### src/design/sut_regs.vh
// Register offsets, field positions, reset values and prescaler codes of the transmit channel.
`ifndef SUT_REGS_VH
`define SUT_REGS_VH
`define SUT_ADDR_PRESCALE   8'h00
`define SUT_ADDR_MODE       8'h04
`define SUT_ADDR_CONFIG     8'h08
`define SUT_ADDR_DATA       8'h0C
`define SUT_ADDR_CONTROL    8'h10
`define SUT_ADDR_STATUS     8'h14
`define SUT_ADDR_IRQ_STAT   8'h18
`define SUT_ADDR_IRQ_MASK   8'h1C
`define SUT_MODE_CLKPICK    15
`define SUT_MODE_BUFEMPTY   0
`define SUT_CFG_DIR_LSB     0
`define SUT_CFG_INVERT      1
`define SUT_CFG_LEN_LO      2
`define SUT_CFG_PAR_LO      4
`define SUT_CFG_STOP2       6
`define SUT_DATA_DIV_HI     15
`define SUT_DATA_DIV_LO     9
`define SUT_CODE_TIMER      4'hF
`define SUT_CODE_MAX        4'hB
`define SUT_RESET_PRESCALE  16'h0000
`define SUT_RESET_MODE      16'h0000
`define SUT_RESET_CONFIG    8'h01
`define SUT_RESET_DATA      16'h0000
`define SUT_IRQ_TXEND       0
`define SUT_IRQ_BUFEMPTY    1
`define SUT_IRQ_ERROR       2
`endif

### src/design/sut_prescaler.v
// Two-way prescaler that turns the system clock into operation clock enable pulses.
`timescale 1ns/100ps
`default_nettype none
`include "sut_regs.vh"
module sut_prescaler (
    // Clock and reset.
    input  wire        clk,
    input  wire        reset_n,
    // Selection.
    input  wire [15:0] prescaleSelect,
    input  wire        clockPick,
    input  wire        timerIrq,
    // Operation clock enable.
    output reg         opClockEn
);
    reg  [10:0] divCount;
    reg  [10:0] divCountPrev;
    wire [3:0]  code;
    wire [10:0] toggled;
    wire        tick;
    assign code = clockPick ? prescaleSelect[7:4] : prescaleSelect[3:0];
    assign toggled = divCount & ~divCountPrev;
    // A rising bit k of the free counter recurs every 2^(k+1) cycles, so bit code-1 gives fclk/2^code.
    assign tick = (code == 4'h0) ? 1'b1 :
                  (code == `SUT_CODE_TIMER) ? timerIrq :
                  (code > `SUT_CODE_MAX) ? 1'b0 :
                  toggled[code - 4'h1];
    always @(posedge clk or negedge reset_n) begin
        if (!reset_n) begin
            divCount <= 11'h000;
            divCountPrev <= 11'h000;
            opClockEn <= 1'b0;
        end else begin
            divCount <= divCount + 11'h001;
            divCountPrev <= divCount;
            opClockEn <= tick;
        end
    end
endmodule
`default_nettype wire

### src/design/sut_uart_tx.v
// Transmit channel of the serial unit in UART mode with an AXI4-Lite register slave.
//
// Behaviour
// - Operation clock nibble chosen by mode register bit 15.
// - Prescaler codes zero to eleven divide system clock by two to the code.
// - Code all ones picks the timer interval interrupt; other unlisted codes forbidden.
// - Baud divider comes from data register bits 15 to 9.
// - Even channel only transmits; odd channel only receives.
// - Four UART instances map onto channel pairs of the two units.
// - Frame data length is 5, 7 or 8 bits.
// - Data goes out MSB first or LSB first.
// - Normal polarity idles high, inverted idles low, over the whole frame.
// - Optional parity (none, zero, even, odd) then one or two stop bits.
// - Interrupt at transfer end or buffer empty per mode bit; no error flags.
// - Receive-side errors reach a separate error interrupt of the pair; here they set irqStatus bit 2 and share irq with the transmit events.
//
// Added by the designer: the AXI4-Lite interface to the registers and the address map.
`timescale 1ns/100ps
`default_nettype none
`include "sut_regs.vh"
module sut_uart_tx #(
    parameter UNIT_ID = 0,
    parameter TIMER_DIV_DEFAULT = 0
) (
    // Clock and reset.
    input  wire        clk,
    input  wire        reset_n,
    // AXI4-Lite write address and data.
    input  wire [7:0]  s_axi_awaddr,
    input  wire        s_axi_awvalid,
    output reg         s_axi_awready,
    input  wire [31:0] s_axi_wdata,
    input  wire [3:0]  s_axi_wstrb,
    input  wire        s_axi_wvalid,
    output reg         s_axi_wready,
    // AXI4-Lite write response.
    output reg  [1:0]  s_axi_bresp,
    output reg         s_axi_bvalid,
    input  wire        s_axi_bready,
    // AXI4-Lite read.
    input  wire [7:0]  s_axi_araddr,
    input  wire        s_axi_arvalid,
    output reg         s_axi_arready,
    output reg  [31:0] s_axi_rdata,
    output reg  [1:0]  s_axi_rresp,
    output reg         s_axi_rvalid,
    input  wire        s_axi_rready,
    // Timer interval interrupts and receive error event of the pair.
    input  wire        timerCh2IntervalIrq,
    input  wire        timerCh3IntervalIrq,
    input  wire        receiveErrorEvent,
    // Serial line and interrupt.
    output reg         serialTransmitLine,
    output reg         irq
);
    localparam ST_IDLE  = 4'b0001;
    localparam ST_START = 4'b0010;
    localparam ST_BITS  = 4'b0100;
    localparam ST_TAIL  = 4'b1000;

    reg  [15:0] prescaleSelect;
    reg  [15:0] channelMode;
    reg  [7:0]  frameConfig;
    reg  [15:0] channelData;
    reg         channelEnable;
    reg         bufferFull;
    reg  [2:0]  irqStatus;
    reg  [2:0]  irqMask;
    reg  [3:0]  state;
    reg  [7:0]  shiftData;
    reg  [3:0]  bitsLeft;
    reg  [7:0]  halfCount;
    reg         halfPhase;
    reg         lineLevel;
    reg         parityAcc;
    reg         awTaken;
    reg         wTaken;
    reg  [7:0]  awAddrHold;
    reg  [31:0] wDataHold;
    reg  [3:0]  wStrbHold;
    wire        opClockEn;
    wire        timerIrq;
    wire [6:0]  divider;
    wire [3:0]  dataLength;
    wire        bitEnd;
    wire        doWrite;
    wire [7:0]  wrAddr;
    wire [31:0] wrData;
    wire [3:0]  wrStrb;
    wire        loadFrame;
    wire        txEndEvent;
    wire        bufEmptyEvent;
    wire [2:0]  irqEvents;
    wire        parityBit;
    wire        hasParity;
    wire [3:0]  tailBits;

    //////////////////////////////////////////////////////////////////////
    // Register decoding and the AXI4-Lite slave.

    // Length codes: 0 and 3 give eight bits, 1 gives seven, 2 gives five.
    function [3:0] lenOf;
        input [1:0] code;
        begin
            lenOf = (code == 2'h1) ? 4'h7 : (code == 2'h2) ? 4'h5 : 4'h8;
        end
    endfunction

    function isMapped;
        input [7:0] addr;
        begin
            isMapped = (addr[1:0] == 2'h0) && (addr <= `SUT_ADDR_IRQ_MASK);
        end
    endfunction

    assign wrAddr = awTaken ? awAddrHold : s_axi_awaddr;
    assign wrData = wTaken ? wDataHold : s_axi_wdata;
    assign wrStrb = wTaken ? wStrbHold : s_axi_wstrb;
    assign doWrite = (awTaken || (s_axi_awvalid && s_axi_awready)) &&
                     (wTaken || (s_axi_wvalid && s_axi_wready)) && !s_axi_bvalid;

    always @(posedge clk or negedge reset_n) begin
        if (!reset_n) begin
            s_axi_awready <= 1'b1;
            s_axi_wready <= 1'b1;
            s_axi_bvalid <= 1'b0;
            s_axi_bresp <= 2'h0;
            awTaken <= 1'b0;
            wTaken <= 1'b0;
            awAddrHold <= 8'h00;
            wDataHold <= 32'h00000000;
            wStrbHold <= 4'h0;
        end else begin
            if (s_axi_awvalid && s_axi_awready) begin
                awAddrHold <= s_axi_awaddr;
                awTaken <= 1'b1;
                s_axi_awready <= 1'b0;
            end
            if (s_axi_wvalid && s_axi_wready) begin
                wDataHold <= s_axi_wdata;
                wStrbHold <= s_axi_wstrb;
                wTaken <= 1'b1;
                s_axi_wready <= 1'b0;
            end
            if (doWrite) begin
                s_axi_bvalid <= 1'b1;
                s_axi_bresp <= isMapped(wrAddr) ? 2'h0 : 2'h2;
                awTaken <= 1'b0;
                wTaken <= 1'b0;
            end
            if (s_axi_bvalid && s_axi_bready) begin
                s_axi_bvalid <= 1'b0;
                s_axi_awready <= 1'b1;
                s_axi_wready <= 1'b1;
            end
        end
    end

    always @(posedge clk or negedge reset_n) begin
        if (!reset_n) begin
            s_axi_arready <= 1'b1;
            s_axi_rvalid <= 1'b0;
            s_axi_rdata <= 32'h00000000;
            s_axi_rresp <= 2'h0;
        end else begin
            if (s_axi_arvalid && s_axi_arready) begin
                s_axi_arready <= 1'b0;
                s_axi_rvalid <= 1'b1;
                s_axi_rresp <= isMapped(s_axi_araddr) ? 2'h0 : 2'h2;
                case (s_axi_araddr)
                    `SUT_ADDR_PRESCALE: s_axi_rdata <= {16'h0000, prescaleSelect};
                    `SUT_ADDR_MODE:     s_axi_rdata <= {16'h0000, channelMode};
                    `SUT_ADDR_CONFIG:   s_axi_rdata <= {24'h000000, frameConfig};
                    `SUT_ADDR_DATA:     s_axi_rdata <= {16'h0000, channelData};
                    `SUT_ADDR_CONTROL:  s_axi_rdata <= {31'h00000000, channelEnable};
                    `SUT_ADDR_STATUS:   s_axi_rdata <= {29'h00000000, lineLevel, state != ST_IDLE, bufferFull};
                    `SUT_ADDR_IRQ_STAT: s_axi_rdata <= {29'h00000000, irqStatus};
                    `SUT_ADDR_IRQ_MASK: s_axi_rdata <= {29'h00000000, irqMask};
                    default:            s_axi_rdata <= 32'h00000000;
                endcase
            end
            if (s_axi_rvalid && s_axi_rready) begin
                s_axi_rvalid <= 1'b0;
                s_axi_arready <= 1'b1;
            end
        end
    end

    //////////////////////////////////////////////////////////////////////
    // Software registers, transmit buffer and interrupt status.

    assign loadFrame = channelEnable && bufferFull && (state == ST_IDLE);
    assign txEndEvent = bitEnd && (state == ST_TAIL) && (bitsLeft == 4'h1);
    assign bufEmptyEvent = loadFrame;
    assign irqEvents = {receiveErrorEvent,
                        bufEmptyEvent && channelMode[`SUT_MODE_BUFEMPTY],
                        txEndEvent && !channelMode[`SUT_MODE_BUFEMPTY]};

    always @(posedge clk or negedge reset_n) begin
        if (!reset_n) begin
            prescaleSelect <= `SUT_RESET_PRESCALE;
            channelMode <= `SUT_RESET_MODE;
            frameConfig <= `SUT_RESET_CONFIG;
            channelData <= `SUT_RESET_DATA;
            channelEnable <= 1'b0;
            bufferFull <= 1'b0;
            irqStatus <= 3'h0;
            irqMask <= 3'h0;
            irq <= 1'b0;
        end else begin
            if (loadFrame) begin
                bufferFull <= 1'b0;
            end
            if (doWrite && wrStrb[0]) begin
                case (wrAddr)
                    `SUT_ADDR_PRESCALE: prescaleSelect[7:0] <= wrData[7:0];
                    `SUT_ADDR_MODE:     channelMode[7:0] <= wrData[7:0];
                    `SUT_ADDR_CONFIG:   frameConfig <= wrData[7:0];
                    `SUT_ADDR_CONTROL:  channelEnable <= wrData[0];
                    `SUT_ADDR_IRQ_MASK: irqMask <= wrData[2:0];
                    `SUT_ADDR_DATA: begin
                        // A write while the buffer is full overwrites the waiting byte.
                        channelData[7:0] <= wrData[7:0];
                        bufferFull <= 1'b1;
                    end
                    default: begin
                    end
                endcase
            end
            if (doWrite && wrStrb[1]) begin
                case (wrAddr)
                    `SUT_ADDR_PRESCALE: prescaleSelect[15:8] <= wrData[15:8];
                    `SUT_ADDR_MODE:     channelMode[15:8] <= wrData[15:8];
                    `SUT_ADDR_DATA:     channelData[15:8] <= wrData[15:8];
                    default: begin
                    end
                endcase
            end
            // A set arriving in the clearing cycle survives.
            irqStatus <= (irqStatus & ~((doWrite && wrStrb[0] && wrAddr == `SUT_ADDR_IRQ_STAT) ?
                         wrData[2:0] : 3'h0)) | irqEvents;
            irq <= |(irqStatus & irqMask);
        end
    end

    //////////////////////////////////////////////////////////////////////
    // Operation clock, bit timing and frame shifter.

    // Unit 0 follows timer channel 2 and unit 1 timer channel 3.
    assign timerIrq = (UNIT_ID == 0) ? timerCh2IntervalIrq : timerCh3IntervalIrq;

    sut_prescaler u_prescaler (
        .clk            (clk),
        .reset_n        (reset_n),
        .prescaleSelect (prescaleSelect),
        .clockPick      (channelMode[`SUT_MODE_CLKPICK]),
        .timerIrq       (timerIrq),
        .opClockEn      (opClockEn)
    );

    assign divider = channelData[`SUT_DATA_DIV_HI:`SUT_DATA_DIV_LO];
    assign bitEnd = opClockEn && halfPhase && (halfCount == 8'h00);
    assign dataLength = lenOf(frameConfig[`SUT_CFG_LEN_LO+1:`SUT_CFG_LEN_LO]);
    assign hasParity = frameConfig[`SUT_CFG_PAR_LO+1:`SUT_CFG_PAR_LO] != 2'h0;
    assign parityBit = (frameConfig[`SUT_CFG_PAR_LO+1:`SUT_CFG_PAR_LO] == 2'h1) ? 1'b0 :
                       (parityAcc ^ lineLevel ^ (frameConfig[`SUT_CFG_PAR_LO+1:`SUT_CFG_PAR_LO] == 2'h3));
    assign tailBits = {3'h0, hasParity} + (frameConfig[`SUT_CFG_STOP2] ? 4'h2 : 4'h1);

    always @(posedge clk or negedge reset_n) begin
        if (!reset_n) begin
            state <= ST_IDLE;
            shiftData <= 8'h00;
            bitsLeft <= 4'h0;
            halfCount <= 8'h00;
            halfPhase <= 1'b0;
            lineLevel <= 1'b1;
            parityAcc <= 1'b0;
            serialTransmitLine <= 1'b1;
        end else begin
            // Each half period lasts divider plus one operation clock cycles.
            if (opClockEn && state != ST_IDLE) begin
                if (halfCount == 8'h00) begin
                    halfCount <= {1'b0, divider};
                    halfPhase <= ~halfPhase;
                end else begin
                    halfCount <= halfCount - 8'h01;
                end
            end
            case (state)
                ST_IDLE: begin
                    lineLevel <= 1'b1;
                    if (loadFrame) begin
                        state <= ST_START;
                        lineLevel <= 1'b0;
                        halfCount <= {1'b0, divider};
                        halfPhase <= 1'b0;
                        parityAcc <= 1'b0;
                        shiftData <= frameConfig[`SUT_CFG_DIR_LSB] ? channelData[7:0] :
                                     (channelData[7:0] << (4'h8 - dataLength));
                    end
                end
                ST_START: begin
                    if (bitEnd) begin
                        state <= ST_BITS;
                        bitsLeft <= dataLength;
                        lineLevel <= frameConfig[`SUT_CFG_DIR_LSB] ? shiftData[0] : shiftData[7];
                    end
                end
                ST_BITS: begin
                    if (bitEnd) begin
                        parityAcc <= parityAcc ^ lineLevel;
                        shiftData <= frameConfig[`SUT_CFG_DIR_LSB] ? {1'b0, shiftData[7:1]} :
                                     {shiftData[6:0], 1'b0};
                        if (bitsLeft == 4'h1) begin
                            state <= ST_TAIL;
                            bitsLeft <= tailBits;
                            lineLevel <= hasParity ? parityBit : 1'b1;
                        end else begin
                            bitsLeft <= bitsLeft - 4'h1;
                            lineLevel <= frameConfig[`SUT_CFG_DIR_LSB] ? shiftData[1] : shiftData[6];
                        end
                    end
                end
                ST_TAIL: begin
                    if (bitEnd) begin
                        lineLevel <= 1'b1;
                        if (bitsLeft == 4'h1) begin
                            state <= ST_IDLE;
                        end else begin
                            bitsLeft <= bitsLeft - 4'h1;
                        end
                    end
                end
                default: state <= ST_IDLE;
            endcase
            serialTransmitLine <= lineLevel ^ frameConfig[`SUT_CFG_INVERT];
        end
    end
endmodule
`default_nettype wire

### config.mk
export PLATFORM = sky130hd
export DESIGN_NAME = sut_uart_tx
export DESIGN_NICKNAME = d
export VERILOG_FILES = /design/src/design/sut_prescaler.v /design/src/design/sut_uart_tx.v
export VERILOG_INCLUDE_DIRS = /design/src /design/src/design
export SDC_FILE = /design/constraint.sdc
export NUM_CORES = 1
export LEC_CHECK = 0
export BUFFER_PORTS_ARGS = -buffer_cell sky130_fd_sc_hd__buf_4
export CAP_MARGIN = 0
export CORE_MARGIN = 4
export CORE_UTILIZATION = 45
export DETAILED_ROUTE_END_ITERATION = 10
export GPL_TIMING_DRIVEN = 0
export SLEW_MARGIN = 25
export SYNTH_ARGS = -nofsm -noshare
export SYNTH_HDL_FRONTEND = slang
export SYNTH_SLANG_ARGS = --single-unit
### constraint.sdc
create_clock -name clk -period 2.72 [get_ports clk]
set_clock_uncertainty 0.1 [all_clocks]
set_input_delay 0.408 -clock clk [delete_from_list [all_inputs] [get_ports clk]]
set_output_delay 0.408 -clock clk [all_outputs]
set_load 0.02 [all_outputs]
# == After elaboration in Yosys (flattened, before gate mapping) ==
# Cells that the tools add are included.
# classes
addsub,6
n_mul,0
div,0
order_cmp,4
eq_ne,31
shifts,1
mux,72
n_bitwise,10
n_reduce_logical,55
# op_table
cell,count
$pmux W16 S8,1
$mux W8,9
$eq A8 B5 Y1 const B,7
$mux W4,14
$mux W1,36
$eq A8 B4 Y1 const B,4
$logic_not A8 Y1,3
$logic_and A1 B1 Y1,21
$reduce_and A2 Y1,9
$eq A8 B3 Y1 const B,2
$le A8 B5 Y1 const B,2
$mux W16,1
$pmux W4 S4,1
$pmux W8 S2,1
$reduce_bool A2 Y1,8
$ne A2 B2 Y1 const B,6
$pmux W4 S3,1
$add A11 B1 Y11 const B,1
$and A11 B11 Y11,1
$not A11 Y11,1
$eq A4 B1 Y1 const B,2
$eq A4 B4 Y1 const B,2
$mux W2,4
$shl A8 B4 Y8,1
other kinds (32),41
# word_totals
ff_bits,185
latch_bits,0
mem_bits_rw,0
rom_bits,0
inputBits,62
n_memories,0

# == Depth between registers and ports, before layout ==
# Gate-level depths: netlist of the first run.
# depth
word_depth,10
ltp_mapped,9

# == Modules after synthesis ==
# Synthesis of the first run repeated with hierarchy kept, for this count alone.
# hier_totals
hier_cells,755
area_unflattened_um2,8508.2
# by_module_without_submodules
module,n_inst,cells_per_inst,area_per_inst_um2,seq_area_each_um2
sut_uart_tx,1,674,7507.2,3612.2
sut_prescaler,1,81,1001.0,575.6

# == Worst setup path after synthesis of the first run ==
# No wires, ideal clock.
# synth_path
path_kind,register to register
start,reg channelMode[15]
end,reg u_prescaler.opClockEn
setup_ns,0.118
t_arrival_ns,2.281
required_ns,2.502
setup_slack_ns,0.221
path_stages_with_launch,9
path_buffers,2
period_less_slack_ns,2.499
path_cell_list,dfrtp_1 buf_2 mux2i_1 ha_1 clkbuf_1 nor3b_1 or4_1 a31o_2 a21o_1
# synth_via
elab_chain_cells,7
word_cells_on_any_way,10
cone_classes,1 x add/sub; 1 x order compare; 1 x eq/ne; 6 x mux; 1 x reduce/logical
# synth_lines
item,line,source
from (decl),sut_uart_tx.v:62,reg [15:0] channelMode;
from (signal assigned),sut_uart_tx.v:202,channelMode <= `SUT_RESET_MODE;
from (signal assigned),sut_uart_tx.v:233,`SUT_ADDR_MODE: channelMode[15:8] <= wrData[15:8];
$mux W4 (*),sut_prescaler.v:21,assign code = clockPick ? prescaleSelect[7:4] : prescaleSelect[3:0];
$sub A4 B1 Y4,sut_prescaler.v:27,toggled[code - 4'h1];
$bmux W1 S4,sut_prescaler.v:27,
$mux W1 (implied by the code),sut_prescaler.v:27,
$mux W1,sut_prescaler.v:26,(code > `SUT_CODE_MAX) ? 1'b0 :
$mux W1,sut_prescaler.v:25,(code == `SUT_CODE_TIMER) ? timerIrq :
$mux W1 (*),sut_prescaler.v:24,assign tick = (code == 4'h0) ? 1'b1 :
via u_prescaler.tick,sut_prescaler.v:20,wire tick;
to (signal assigned),sut_prescaler.v:36,opClockEn <= tick;
to (decl),sut_prescaler.v:14,output reg opClockEn
# The timed path passes the listed nets; every way through them passes the cells marked *. The select of a mux whose other input is x is not followed.
# A chain may end at the register's enable or synchronous reset.

# == Worst setup path after layout of the first run ==
# layout_path
start,reg state[0]
end,reg halfCount[4]
# layout_via
elab_chain_cells,5
word_cells_on_any_way,7
cone_classes,2 x eq/ne; 3 x mux; 2 x reduce/logical
# layout_lines
item,line,source
from (decl),sut_uart_tx.v:69,reg [3:0] state;
from (signal assigned),sut_uart_tx.v:271,state <= ST_IDLE;
from (signal assigned),sut_uart_tx.v:293,state <= ST_START;
from (signal assigned),sut_uart_tx.v:304,state <= ST_BITS;
$ne A4 B1 Y1,sut_uart_tx.v:281,if (opClockEn && state != ST_IDLE) begin
$logic_and A1 B1 Y1,sut_uart_tx.v:281,
$mux W8,sut_uart_tx.v:281,
$mux W8,sut_uart_tx.v:292,if (loadFrame) begin
$mux W8 (*),sut_uart_tx.v:289,case (state)
to (signal assigned),sut_uart_tx.v:283,"halfCount <= {1'b0, divider};"
to (signal assigned),sut_uart_tx.v:286,halfCount <= halfCount - 8'h01;
to (signal assigned),sut_uart_tx.v:295,"halfCount <= {1'b0, divider};"
to (decl),sut_uart_tx.v:72,reg [7:0] halfCount;
# Mark *: on every way between the ends. The rest lies on a longest branch, timed or not.

==> impl_results.html, run 1 <==
<table>
<tr><th>Metric</th><th>Value</th></tr>
<tr><th colspan="2">Power and ir drop</th></tr>
<tr><td>P per Cell Area</td><td>627 mW/mm^2</td></tr>
<tr><td>VDD IR max</td><td>0.430 mV</td></tr>
<tr><td>Leakage power figure</td><td>0.00458 uW</td></tr>
<tr><th colspan="2">Min path</th></tr>
<tr><td>Hold path startpoint</td><td>s_axi_arvalid</td></tr>
<tr><td>Worst Hold Path Cells</td><td>2</td></tr>
<tr><td>Min-delay worst type</td><td>primary input to flop</td></tr>
<tr><td>Worst min-delay path endpoint</td><td>s_axi_arready</td></tr>
<tr><th colspan="2">Clock network</th></tr>
<tr><td>Clock-pin slew on the worst setup and hold paths</td><td>0.07 ns</td></tr>
<tr><td>Clock tree from TritonCTS</td><td>yes</td></tr>
<tr><td>Clock tree root buffer cell</td><td>clkbuf_16</td></tr>
<tr><td>Clock latency reported for the late side of the worst-skew pair</td><td>0.44 ns</td></tr>
<tr><td>Num Clock Sinks</td><td>167</td></tr>
<tr><td>Deepest clock path buffer count</td><td>2</td></tr>
<tr><td>Max H-tree Level</td><td>4</td></tr>
<tr><td>TritonCTS buffer count</td><td>17</td></tr>
<tr><th colspan="2">Route</th></tr>
<tr><td>First DRT Iteration DRCs</td><td>382</td></tr>
<tr><td>Antenna Nets Post-Route</td><td>0</td></tr>
<tr><td>Routed wire length per instance</td><td>19.2 um</td></tr>
<tr><td>Remaining design rule violation count</td><td>0</td></tr>
<tr><td>Number of vias per cell</td><td>5.67</td></tr>
<tr><td>DR vias</td><td>6257</td></tr>
<tr><td>Detailed Routing Iterations Pass 1</td><td>5</td></tr>
<tr><td>Routed WL</td><td>21100 um</td></tr>
<tr><th colspan="2">Cells and area</th></tr>
<tr><td>Fraction of final layout cells with drive strength greater than 1</td><td>0.310</td></tr>
<tr><td>Fill cell instance count of the final layout</td><td>1652</td></tr>
<tr><td>Area overhead of the layout relative to synthesis</td><td>18.0%</td></tr>
<tr><td>Utilization after layout</td><td>0.539</td></tr>
<tr><td>Total Nets Final</td><td>929</td></tr>
<tr><td># diodes</td><td>0</td></tr>
<tr><td>Cell Count, Final, Fillers Out</td><td>1103</td></tr>
<tr><th colspan="2">Setup path</th></tr>
<tr><td>Critical path data required time</td><td>2.92 ns</td></tr>
<tr><td>Crit Reg-Reg Endpoint</td><td>halfCount[4]</td></tr>
<tr><td>Launching element type of the critical path</td><td>flop</td></tr>
<tr><td>Logic depth of the worst register-to-register path</td><td>6</td></tr>
<tr><td>Path type of the worst setup path</td><td>flop to flop</td></tr>
<tr><td>Arrival time of data at the critical path endpoint</td><td>2.86 ns</td></tr>
<tr><td>Crit Path Max Fanout</td><td>10</td></tr>
<tr><td>Critical register-to-register path startpoint</td><td>state[0]</td></tr>
<tr><td>Kind of capture point of the worst setup path</td><td>flop</td></tr>
<tr><td>Worst setup slack for register-to-register paths</td><td>0.05 ns</td></tr>
<tr><th colspan="2">STA</th></tr>
<tr><td>Max Clock Freq</td><td>375 MHz</td></tr>
<tr><td>Worst Max-Slew Pin Slew</td><td>1.01 ns</td></tr>
<tr><td>Number of setup violations in the final report</td><td>0</td></tr>
<tr><td>Clock period minus final worst setup slack</td><td>2.67 ns</td></tr>
<tr><td>Pins Over Slew Limit</td><td>0</td></tr>
<tr><td>Setup TNS Final</td><td>0 ns</td></tr>
<tr><td>Final hold slack</td><td>0.0525 ns</td></tr>
<tr><td>Remaining max-slew budget at the tightest pin</td><td>0.324</td></tr>
<tr><td>Total count of hold-check failures in the final report</td><td>0</td></tr>
<tr><td>Setup repair after global routing missed its margin</td><td>true</td></tr>
<tr><td>Tcrit/Tclk final</td><td>0.980</td></tr>
<tr><th colspan="2">Synth</th></tr>
<tr><td>Biggest area contributors in the synthesized netlist</td><td>dfrtp_1, mux2_2, o21ai_0, nand2_1, mux2i_1</td></tr>
<tr><td>Area share of the largest cell type after synthesis</td><td>0.468</td></tr>
<tr><td>XOR/XNOR share of the synthesized area</td><td>0.0205</td></tr>
<tr><td>Number of synthesis warnings</td><td>0</td></tr>
<tr><td>Adder-cell area share of the yosys netlist</td><td>0.0161</td></tr>
<tr><td>Compound-Gate Fraction of Synth Area</td><td>0.126</td></tr>
<tr><td>Mux cell area share after synthesis</td><td>0.177</td></tr>
<tr><td>Sequential element share of the synthesized area</td><td>0.490</td></tr>
<tr><td>Synth Area per Inst</td><td>11.4 um^2</td></tr>
<tr><td>Cell count after synthesis</td><td>752</td></tr>
<tr><td>Asr flop ratio synth</td><td>1.00</td></tr>
<tr><td>Cell Area, Synth</td><td>0.00855 mm^2</td></tr>
<tr><td>Simple-gate portion of the synthesized area</td><td>0.124</td></tr>
<tr><td>Largest area contributor in the synthesized netlist</td><td>dfrtp_1</td></tr>
<tr><td>Count of flip-flops with a built-in enable after synthesis</td><td>0</td></tr>
<tr><td>Library cells used by synthesis</td><td>80</td></tr>
<tr><td>Flops &amp; latches, synth</td><td>167</td></tr>
<tr><td>Predominant post-synthesis flop cell</td><td>dfrtp_1</td></tr>
<tr><td>Largest family of logic cells by synthesized area</td><td>multiplexers</td></tr>
<tr><th colspan="2">Run status</th></tr>
<tr><td>Status</td><td>complete, no violations</td></tr>
<tr><th colspan="2">Global route</th></tr>
<tr><td>Combined global-route utilization of all metal layers</td><td>0.200</td></tr>
<tr><td>Global-route wire length before repair</td><td>34000 um</td></tr>
<tr><td>Vias in the first global route</td><td>6303</td></tr>
<tr><td>Number of antenna violations at the first check in global routing</td><td>0</td></tr>
<tr><td>Total grt overflow</td><td>0</td></tr>
<tr><td>Maximum number of pins on one net before global-route repair</td><td>85</td></tr>
<tr><th colspan="2">Floorplan</th></tr>
<tr><td>I/O pin count</td><td>105</td></tr>
<tr><td>Width of the die</td><td>146 um</td></tr>
<tr><td>Starting Density</td><td>0.457</td></tr>
<tr><td>Die Y-Extent</td><td>146 um</td></tr>
<tr><td>Placeable core region</td><td>0.0187 mm^2</td></tr>
<tr><td>Number of rows in the core area</td><td>50</td></tr>
<tr><td>Die area</td><td>0.0213 mm^2</td></tr>
<tr><th colspan="2">Placed design</th></tr>
<tr><td>Inst Count DP</td><td>1069</td></tr>
<tr><td>Port Buf Inserts</td><td>65</td></tr>
<tr><td>Routability Congestion</td><td>0.852</td></tr>
<tr><td>Hpwl dp</td><td>15700 um</td></tr>
<tr><th colspan="2">Flow run</th></tr>
<tr><td>Max-cap viol count</td><td>0</td></tr>
</table>
==> sequential cells by signal, indices dropped and copies added, names as in the netlist, 2 cells and up <==
register,cells
awAddrHold,8
wDataHold,16
s_axi_rdata,16
wStrbHold,2
channelData,16
prescaleSelect,16
u_prescaler.divCount,11
u_prescaler.divCountPrev,11
halfCount,8
shiftData,8
frameConfig,8
irqStatus,3
irqMask,3
state,4
channelMode,16
bitsLeft,4
==> through the flow <==
step                setup slack, ns  cell area (um^2)  total power (uW)
global placement             -0.215              9400              3890
global route                -0.0890             10100              6620
floorplan                     0.221              8610              3580
CTS                          0.0246             10100              6390
finish                       0.0548             10100              6330
detailed placement           -0.217              9430              3960
==> critical path, stage by stage, from the launching register on <==
cell      delay (ns)
dfstp_2         0.53
buf_2           0.22
nor4b_2         0.52
nand3_1         0.38
nand2_1         0.28
clkbuf_1        0.35
o21ai_0         0.16
==> how the worst max path moves through the flow <==
| stage | from | to | slack (ns) | cells after the start |
|---|---|---|---|---|
| 6_report | state[0] | halfCount[4] | 0.05 | 6 |
| 5_1_grt | state[2] | shiftData[7] | -0.09 | 7 |
| 4_1_cts | channelMode[15] | u_prescaler.opClockEn | 0.02 | 8 |
| 3_5_place_dp | state[0] | halfCount[4] | -0.22 | 6 |
| 3_3_place_gp | channelMode[15] | u_prescaler.opClockEn | -0.21 | 8 |
| 2_1_floorplan | channelMode[15] | u_prescaler.opClockEn | 0.22 | 8 |
==> metal layers <==
layer	up-vias	GRT usage	part of all wire
li1	2930	-	-
met5	-	0	0
met1	3122	0.266	0.45
met4	0	0.0465	0.010
met3	21	0.0545	0.062
met2	184	0.328	0.48
==> synthesized netlist by cell type, types with 5 or more instances <==
cell type / count
a211oi_1: 11
a21o_1: 6
a21oi_1: 26
a22o_1: 16
a22oi_1: 16
and3_1: 6
buf_2: 6
buf_4: 19
clkbuf_1: 21
dfrtp_1: 160
dfstp_2: 7
ha_1: 11
inv_1: 30
mux2_2: 98
mux2_4: 8
mux2i_1: 19
nand2_1: 51
nand2b_1: 13
nand3_1: 18
nand3b_1: 5
nor2_1: 22
nor2b_1: 6
nor3_1: 11
nor3b_1: 5
o21ai_0: 46
o22ai_1: 6
or3_1: 5
xnor2_1: 11
xor2_1: 9
==> cells by family (layout without fill, tap and decap cells) <==
| kind of cell | after synthesis | in the layout |
|---|---|---|
| multiplexers | 130 | 130 |
| AO/OA/AOI/OAI | 159 | 159 |
| other | 1 | 18 |
| flip-flops | 167 | 167 |
| adder cells (fa/ha/maj) | 11 | 11 |
| buffers and inverters | 79 | 179 |
| AND/OR/NAND/NOR | 185 | 185 |
| XOR/XNOR | 20 | 20 |
==> layout by cell type (no fill, tap or decap), drive strengths merged, types with 12 or more instances in the layout <==
cell / n
a22oi: 16
a22o: 16
dfrtp: 160
nand2b: 13
o21ai: 46
clkbuf: 40
inv: 39
nand3: 19
nor3: 13
mux2: 107
a211oi: 12
a21oi: 26
buf: 94
nor2: 24
conb: 18
nand2: 54
mux2i: 19
==> final cells by class <==
type,instances,area (um^2),share of cell area
multi-input combinational,523,4080,0.404
tap,234,293,0.0290
sequential,167,4190,0.415
inverter,30,113,0.0112
timing repair buffer,68,541,0.0536
clock buffer,18,429,0.0425
buffer,49,280,0.0278
clock inverter,14,170,0.0169
==> what timing repair did <==
| item | in CTS | in global routing |
|---|---|---|
| hold endpoints to repair | 78 | 0 |
| setup buffers | 0 | 1 |
| setup endpoints to repair | 9 | 16 |
| gates resized for setup | 4 | 4 |
| hold buffers | 1 | 0 |
==> report_power, final <==
part	total, uW	switching (uW)	internal, uW
Sequential	2910	162	2750
Combinational	997	535	463
Clock	2420	1170	1250
Total	6330	1870	4460
(Power assumes the default switching activity.)
==> run 2: changes to the inputs <==
Settings changed: REMOVE_ABC_BUFFERS from default to 1.
==> run 2 against run 1 <==
  * Wire length shrank 5.0%
  * Maximum frequency grew 2.9%
  * Non-clock buffer count shrank 47
  * Clock-buffer cell count did not move
==> impl_results.html, run 2 (synthesis gave the netlist of run 1 again) <==
<table>
<tr><th>Metric</th><th>Value</th></tr>
<tr><th colspan="2">Run status</th></tr>
<tr><td>Status</td><td>complete, no violations</td></tr>
<tr><th colspan="2">Clock network</th></tr>
<tr><td>Deepest clock path buffer count</td><td>2 (unchanged)</td></tr>
<tr><td>Clock-pin slew on the worst setup and hold paths</td><td>0.07 ns (about the same)</td></tr>
<tr><td>Clock latency reported for the late side of the worst-skew pair</td><td>0.43 ns (about the same)</td></tr>
<tr><td>Clock tree root buffer cell</td><td>clkbuf_16</td></tr>
<tr><td>Max H-tree Level</td><td>4 (unchanged)</td></tr>
<tr><td>Clock tree from TritonCTS</td><td>yes</td></tr>
<tr><td>TritonCTS buffer count</td><td>17 (unchanged)</td></tr>
<tr><td>Num Clock Sinks</td><td>167 (unchanged)</td></tr>
<tr><th colspan="2">Floorplan</th></tr>
<tr><td>Placeable core region</td><td>0.0187 mm^2 (unchanged)</td></tr>
<tr><td>Width of the die</td><td>146 um (unchanged)</td></tr>
<tr><td>Die Y-Extent</td><td>146 um (unchanged)</td></tr>
<tr><td>Die area</td><td>0.0213 mm^2 (unchanged)</td></tr>
<tr><td>I/O pin count</td><td>105 (unchanged)</td></tr>
<tr><td>Number of rows in the core area</td><td>50 (unchanged)</td></tr>
<tr><td>Starting Density</td><td>0.457 (unchanged)</td></tr>
<tr><th colspan="2">Min path</th></tr>
<tr><td>Hold path startpoint</td><td>s_axi_awvalid</td></tr>
<tr><td>Worst min-delay path endpoint</td><td>s_axi_awready</td></tr>
<tr><td>Worst Hold Path Cells</td><td>2 (unchanged)</td></tr>
<tr><td>Min-delay worst type</td><td>primary input to flop</td></tr>
<tr><th colspan="2">Route</th></tr>
<tr><td>First DRT Iteration DRCs</td><td>400 (+4.7%)</td></tr>
<tr><td>Routed wire length per instance</td><td>19.0 um (-0.75%)</td></tr>
<tr><td>Number of vias per cell</td><td>5.62 (-0.87%)</td></tr>
<tr><td>Remaining design rule violation count</td><td>0 (unchanged)</td></tr>
<tr><td>DR vias</td><td>5938 (-5.1%)</td></tr>
<tr><td>Routed WL</td><td>20100 um (-5.0%)</td></tr>
<tr><td>Detailed Routing Iterations Pass 1</td><td>5 (unchanged)</td></tr>
<tr><td>Antenna Nets Post-Route</td><td>0 (unchanged)</td></tr>
<tr><th colspan="2">Cells and area</th></tr>
<tr><td>Fraction of final layout cells with drive strength greater than 1</td><td>0.303 (-0.00663)</td></tr>
<tr><td>Commonest cells after routing, fill and taps aside</td><td>dfrtp_1, mux2_2, buf_4</td></tr>
<tr><td>Total Nets Final</td><td>882 (-5.1%)</td></tr>
<tr><td>Leading cell type in the layout, fill and taps excluded</td><td>dfrtp_1</td></tr>
<tr><td># diodes</td><td>0 (unchanged)</td></tr>
<tr><td>Area overhead of the layout relative to synthesis</td><td>14.7%</td></tr>
<tr><th colspan="2">Setup path</th></tr>
<tr><td>Launching element type of the critical path</td><td>flop</td></tr>
<tr><td>Crit Path Max Fanout</td><td>8 (-2)</td></tr>
<tr><td>Kind of capture point of the worst setup path</td><td>flop</td></tr>
<tr><td>Path type of the worst setup path</td><td>flop to flop</td></tr>
<tr><td>Worst setup slack for register-to-register paths</td><td>0.13 ns (+0.08 ns)</td></tr>
<tr><td>Crit Reg-Reg Endpoint</td><td>irqMask[1]</td></tr>
<tr><td>Logic depth of the worst register-to-register path</td><td>5 (-1)</td></tr>
<tr><td>Critical register-to-register path startpoint</td><td>awTaken</td></tr>
<tr><td>Critical path data required time</td><td>2.93 ns (about the same)</td></tr>
<tr><td>Arrival time of data at the critical path endpoint</td><td>2.80 ns (-0.06 ns)</td></tr>
<tr><th colspan="2">STA</th></tr>
<tr><td>Remaining max-slew budget at the tightest pin</td><td>0.384 (+0.0596)</td></tr>
<tr><td>Max Clock Freq</td><td>386 MHz (+2.9%)</td></tr>
<tr><td>Pins Over Slew Limit</td><td>0 (unchanged)</td></tr>
<tr><td>Worst Max-Slew Pin Slew</td><td>0.921 ns (-0.0910 ns)</td></tr>
<tr><td>Tcrit/Tclk final</td><td>0.952 (-0.0277)</td></tr>
<tr><td>Final hold slack</td><td>0.0453 ns (-0.00720 ns)</td></tr>
<tr><td>Number of setup violations in the final report</td><td>0 (unchanged)</td></tr>
<tr><td>Total count of hold-check failures in the final report</td><td>0 (unchanged)</td></tr>
<tr><td>Setup slack after layout</td><td>0.130 ns (+0.0754 ns)</td></tr>
<tr><td>Setup repair after global routing missed its margin</td><td>false</td></tr>
<tr><td>Clock period minus final worst setup slack</td><td>2.59 ns (-0.0754 ns)</td></tr>
<tr><th colspan="2">Global route</th></tr>
<tr><td>Combined global-route utilization of all metal layers</td><td>0.192 (-0.00801)</td></tr>
<tr><td>Total grt overflow</td><td>0 (unchanged)</td></tr>
<tr><td>Vias in the first global route</td><td>6073 (-3.6%)</td></tr>
<tr><td>Number of antenna violations at the first check in global routing</td><td>0 (unchanged)</td></tr>
<tr><td>Global-route wire length before repair</td><td>32800 um (-3.6%)</td></tr>
<tr><td>Maximum number of pins on one net before global-route repair</td><td>95 (+12%)</td></tr>
<tr><th colspan="2">Power and ir drop</th></tr>
<tr><td>P per Cell Area</td><td>624 mW/mm^2 (-0.56%)</td></tr>
<tr><td>Leakage power figure</td><td>0.00440 uW (-3.8%)</td></tr>
<tr><td>Post-layout power</td><td>6120 uW (-3.3%)</td></tr>
<tr><td>VDD IR max</td><td>0.453 mV (+5.4%)</td></tr>
<tr><th colspan="2">Placed design</th></tr>
<tr><td>Hpwl dp</td><td>14700 um (-6.4%)</td></tr>
<tr><td>Routability Congestion</td><td>0.871 (+2.3%)</td></tr>
<tr><td>Port Buf Inserts</td><td>67 (+3.1%)</td></tr>
<tr><td>Pre-CTS worst setup slack</td><td>-0.328 ns (-0.111 ns)</td></tr>
<tr><th colspan="2">Flow run</th></tr>
<tr><td>Max-cap viol count</td><td>0 (unchanged)</td></tr>
</table>
## run 2: cell types whose count changed in the layout (fill, tap and decap cells not counted), sizes merged
| cell | change |
|---|---|
| clkbuf | -22 |
| inv | -3 |
| buf | -25 |
| clkinvlp | +3 |
## run 2: layout make-up
cell class	instances	area, um^2
clock buffer	18	429
clock inverter	14	120
fill	1639	8900
inverter	30	113
multi-input combinational	523	4100
sequential	167	4190
tap	234	293
timing repair buffer	70	568
## run 2: through the flow
stage / cells / setup TNS (ns) / util / instance area [um^2]
finish: 1056 / 0 / 0.524 / 9810
global route: 1056 / 0 / 0.524 / 9810
CTS: 1055 / 0 / 0.522 / 9770
detailed placement: 1022 / -4.95 / 0.491 / 9180
global placement: 1021 / -4.90 / 0.488 / 9130
floorplan: 720 / 0 / - / 8340
## run 2: how the worst max path moves through the flow
| stage | to | start | slack (ns) |
|---|---|---|---|
| final | irqMask[1] | awTaken | 0.13 |
| after global routing | irqMask[1] | awTaken | 0.04 |
| after CTS | u_prescaler.opClockEn | channelMode[15] | 0.04 |
| after detailed placement | channelMode[4] | wTaken | -0.33 |
| after global placement | shiftData[3] | state[1] | -0.29 |
| after floorplan | channelMode[0] | awTaken | 0.21 |
## run 2: repair_timing
action | 4_1_cts | 5_1_grt
endpoints found under the hold margin | 70 | 0
endpoints found under the setup margin | 31 | 19
resized for setup | 8 | 3
hold buffers | 1 | 0
buffers inserted | 0 | 1
## run 2: per-layer routing
metal / global-route usage / routed length, um
met4: 0.0451 / 194
met1: 0.260 / 9100
met3: 0.0439 / 866
met2: 0.315 / 9920
met5: 0 / 0
## run 2: critical path, stage by stage, from the launching register on
cell and delay [ns]:
dfrtp_1 0.53, or3b_1 0.48, a2111oi_4 0.44, nand2_2 0.15
nor3_2 0.40, mux2_2 0.38
## run 2: where the power goes
group          leakage [uW]  switching (uW)  total (uW)  internal (uW)
Sequential          0.00220             193        2950           2750
Combinational       0.00194             500         926            426
Clock              0.000262            1050        2250           1190
Total               0.00440            1740        6120           4370
==> run 3: changes to the inputs <==
==> constraint.sdc (replaced) <==
create_clock -name clk -period 2.72 [get_ports clk]
set_clock_uncertainty 0.1 [all_clocks]
set_input_delay 0.136 -clock clk [delete_from_list [all_inputs] [get_ports clk]]
set_output_delay 0.136 -clock clk [all_outputs]
set_load 0.05 [all_outputs]
==> run 3 against run 2 <==
  * Utilization grew 1.8 points
  * Non-clock buffer count up 34
  * Hold slack better by 0.041 ns
  * Clock power barely moved
  * Global-route usage grew 0.18 points
  * Highest routed layer unchanged
  * Critical path depth stayed put
  * Critical endpoint unchanged
  * Power increased by 2.4%
  * Cell count increased by 3.2%
  * Cell area increased by 3.5%
  * Largest cell class unchanged
  * Register-to-register slack barely moved
  * First-iteration DRC count fell by 17%
==> impl_results.html, run 3 (synthesis gave the netlist of run 1 again) <==
<table>
<tr><th>Metric</th><th>Value</th></tr>
<tr><th colspan="2">Power and ir drop</th></tr>
<tr><td>P per Cell Area</td><td>617 mW/mm^2 (-1.0%)</td></tr>
<tr><td>Combinational group share of total power</td><td>0.171 (+0.020)</td></tr>
<tr><td>Post-layout power</td><td>6260 uW (+2.4%)</td></tr>
<tr><td>Leakage power figure</td><td>0.00455 uW (+3.3%)</td></tr>
<tr><td>Net switching power figure</td><td>1850 uW (+6.2%)</td></tr>
<tr><td>Internal power summed over all cells</td><td>4410 uW (+0.87%)</td></tr>
<tr><td>Sequential Power Share</td><td>0.470 (-0.011)</td></tr>
<tr><td>Clock group share of total power</td><td>0.359 (-0.008)</td></tr>
<tr><td>VDD IR max</td><td>0.472 mV (+4.1%)</td></tr>
<tr><td>Switching share of total power</td><td>0.296 (+0.0107)</td></tr>
<tr><th colspan="2">Global route</th></tr>
<tr><td>Global-route wire length before repair</td><td>33300 um (+1.4%)</td></tr>
<tr><td>Number of antenna violations at the first check in global routing</td><td>0 (unchanged)</td></tr>
<tr><td>Total grt overflow</td><td>0 (unchanged)</td></tr>
<tr><td>M2 GR Usage</td><td>0.323 (+0.00768)</td></tr>
<tr><td>Maximum number of pins on one net before global-route repair</td><td>95 (unchanged)</td></tr>
<tr><td>Most crowded layer after global routing</td><td>met2</td></tr>
<tr><td>Met3 track demand over resource</td><td>0.0424 (-0.00156)</td></tr>
<tr><td>M1 GR Usage</td><td>0.259 (-0.000299)</td></tr>
<tr><td>Combined global-route utilization of all metal layers</td><td>0.194 (+0.00176)</td></tr>
<tr><td>Vias in the first global route</td><td>6230 (+2.6%)</td></tr>
<tr><th colspan="2">Cells and area</th></tr>
<tr><td>Post-layout instance area</td><td>0.0101 mm^2 (+3.5%)</td></tr>
<tr><td>Total Nets Final</td><td>916 (+3.9%)</td></tr>
<tr><td>Area overhead of the layout relative to synthesis</td><td>18.7%</td></tr>
<tr><td>Cell Count, Final, Fillers Out</td><td>1090 (+3.2%)</td></tr>
<tr><td>Leading cell type in the layout, fill and taps excluded</td><td>dfrtp_1</td></tr>
<tr><td>Fraction of final layout cells with drive strength greater than 1</td><td>0.291 (-0.0120)</td></tr>
<tr><td># diodes</td><td>0 (unchanged)</td></tr>
<tr><td>Commonest cells after routing, fill and taps aside</td><td>dfrtp_1, mux2_2, buf_4</td></tr>
<tr><th colspan="2">Setup path</th></tr>
<tr><td>Critical register-to-register path startpoint</td><td>awTaken</td></tr>
<tr><td>Kind of capture point of the worst setup path</td><td>flop</td></tr>
<tr><td>Crit Path Max Fanout</td><td>8 (unchanged)</td></tr>
<tr><td>Arrival time of data at the critical path endpoint</td><td>2.82 ns (+0.02 ns)</td></tr>
<tr><td>Critical path data required time</td><td>2.93 ns (about the same)</td></tr>
<tr><td>Logic depth of the worst register-to-register path</td><td>5 (unchanged)</td></tr>
<tr><td>Launching element type of the critical path</td><td>flop</td></tr>
<tr><td>Path type of the worst setup path</td><td>flop to flop</td></tr>
<tr><td>CP Launch Point</td><td>awTaken</td></tr>
<tr><th colspan="2">Floorplan</th></tr>
<tr><td>Starting Density</td><td>0.457 (unchanged)</td></tr>
<tr><td>Width of the die</td><td>146 um (unchanged)</td></tr>
<tr><td>I/O pin count</td><td>105 (unchanged)</td></tr>
<tr><td>Number of rows in the core area</td><td>50 (unchanged)</td></tr>
<tr><td>Placeable core region</td><td>0.0187 mm^2 (unchanged)</td></tr>
<tr><td>Die Y-Extent</td><td>146 um (unchanged)</td></tr>
<tr><td>Die area</td><td>0.0213 mm^2 (unchanged)</td></tr>
<tr><th colspan="2">Flow run</th></tr>
<tr><td>Max-cap viol count</td><td>0 (unchanged)</td></tr>
<tr><th colspan="2">Clock network</th></tr>
<tr><td>Max H-tree Level</td><td>4 (unchanged)</td></tr>
<tr><td>Clock tree root buffer cell</td><td>clkbuf_16</td></tr>
<tr><td>Num Clock Sinks</td><td>167 (unchanged)</td></tr>
<tr><td>Clock tree from TritonCTS</td><td>yes</td></tr>
<tr><td>Deepest clock path buffer count</td><td>2 (unchanged)</td></tr>
<tr><td>TritonCTS buffer count</td><td>17 (unchanged)</td></tr>
<tr><td>Clock-pin slew on the worst setup and hold paths</td><td>0.07 ns (about the same)</td></tr>
<tr><td>Clock latency reported for the late side of the worst-skew pair</td><td>0.43 ns (about the same)</td></tr>
<tr><th colspan="2">Route</th></tr>
<tr><td>Routed wire length per instance</td><td>18.6 um (-2.3%)</td></tr>
<tr><td>Routed WL</td><td>20200 um (+0.80%)</td></tr>
<tr><td>DR vias</td><td>6100 (+2.7%)</td></tr>
<tr><td>First DRT Iteration DRCs</td><td>332 (-17%)</td></tr>
<tr><td>Detailed Routing Iterations Pass 1</td><td>5 (unchanged)</td></tr>
<tr><td>Remaining design rule violation count</td><td>0 (unchanged)</td></tr>
<tr><td>Number of vias per cell</td><td>5.60 (-0.48%)</td></tr>
<tr><td>Antenna Nets Post-Route</td><td>0 (unchanged)</td></tr>
<tr><th colspan="2">Placed design</th></tr>
<tr><td>Pre-CTS worst setup slack</td><td>-0.328 ns (unchanged)</td></tr>
<tr><td>Inst Count DP</td><td>1022 (unchanged)</td></tr>
<tr><td>Hpwl dp</td><td>14700 um (unchanged)</td></tr>
<tr><td>Port Buf Inserts</td><td>67 (unchanged)</td></tr>
<tr><td>Post-Place Cell Area</td><td>0.00918 mm^2 (unchanged)</td></tr>
<tr><td>Routability Congestion</td><td>0.871 (unchanged)</td></tr>
<tr><th colspan="2">Run status</th></tr>
<tr><td>Status</td><td>complete, no violations</td></tr>
<tr><th colspan="2">Min path</th></tr>
<tr><td>Hold path startpoint</td><td>timerCh2IntervalIrq</td></tr>
<tr><td>Min-delay worst type</td><td>primary input to flop</td></tr>
<tr><td>Worst Hold Path Cells</td><td>4 (+2)</td></tr>
<tr><th colspan="2">STA</th></tr>
<tr><td>Number of setup violations in the final report</td><td>0 (unchanged)</td></tr>
<tr><td>Clock period minus final worst setup slack</td><td>2.60 ns (+0.0146 ns)</td></tr>
<tr><td>Setup repair after global routing missed its margin</td><td>false</td></tr>
<tr><td>Tcrit/Tclk final</td><td>0.957 (+0.00536)</td></tr>
<tr><td>Remaining max-slew budget at the tightest pin</td><td>0.371 (-0.0123)</td></tr>
<tr><td>Worst Max-Slew Pin Slew</td><td>0.939 ns (+0.0184 ns)</td></tr>
<tr><td>Setup TNS Final</td><td>0 ns (unchanged)</td></tr>
<tr><td>Total count of hold-check failures in the final report</td><td>0 (unchanged)</td></tr>
<tr><td>Pins Over Slew Limit</td><td>0 (unchanged)</td></tr>
<tr><td>Max Clock Freq</td><td>384 MHz (-0.56%)</td></tr>
<tr><td>Setup slack after layout</td><td>0.116 ns (-0.0146 ns)</td></tr>
</table>
==> run 3: final cells by class <==
cell class	instances	area (um^2)
Timing Repair Buffer	104	908
Clock buffer	18	429
Tap cell	234	293
Inverter	30	113
Multi-Input combinational cell	523	4100
Sequential cell	167	4190
Clock inverter	14	120
Fill cell	1597	8560
==> run 3: per-stage QoR <==
stage               hold slack [ns]  utilization
floorplan                    -0.260            -
global placement              0.203        0.488
detailed placement           0.0557        0.491
CTS                          0.0672        0.541
global route                 0.0817        0.543
finish                       0.0864        0.543
==> run 3: critical path: stages, from the launching register on <==
cell       delay (ns)
dfrtp_1          0.54
or3b_1           0.48
a2111oi_4        0.45
nand2_2          0.15
nor3_2           0.39
mux2_2           0.38
==> run 3: power groups by stage <==
| stage | Combinational, uW | Clock [uW] | Sequential, uW |
|---|---|---|---|
| 5_1_grt | 1170 | 2390 | 2980 |
| 2_1_floorplan | 605 | 0 | 3030 |
| 6_report | 1070 | 2250 | 2950 |
| 3_5_place_dp | 1030 | 0 | 2980 |
| 3_3_place_gp | 994 | 0 | 2960 |
| 4_1_cts | 1080 | 2300 | 2940 |
==> run 3: what timing repair did <==
action	4_1_cts	5_1_grt
resized for setup	8	3
setup endpoints to repair	31	20
hold buffers	35	0
hold endpoints to repair	109	0
setup buffers	0	1
==> run 3: metal layers <==
layer  share of wire  up-vias
met3           0.046       14
met2            0.50      140
met4          0.0096        0
met1            0.45     3055
met5               0        -
li1                -     2891
==> run 3: worst paths after layout <==
kind,end,slack [ns]
min in group asynchronous,halfCount[0],0.18
setup / recovery,irqMask[1],0.12
setup reg to reg,irqMask[1],0.12
hold / removal,u_prescaler.opClockEn,0.09
max in group asynchronous,frameConfig[0],1.48
hold reg to reg,u_prescaler.divCountPrev[10],0.32
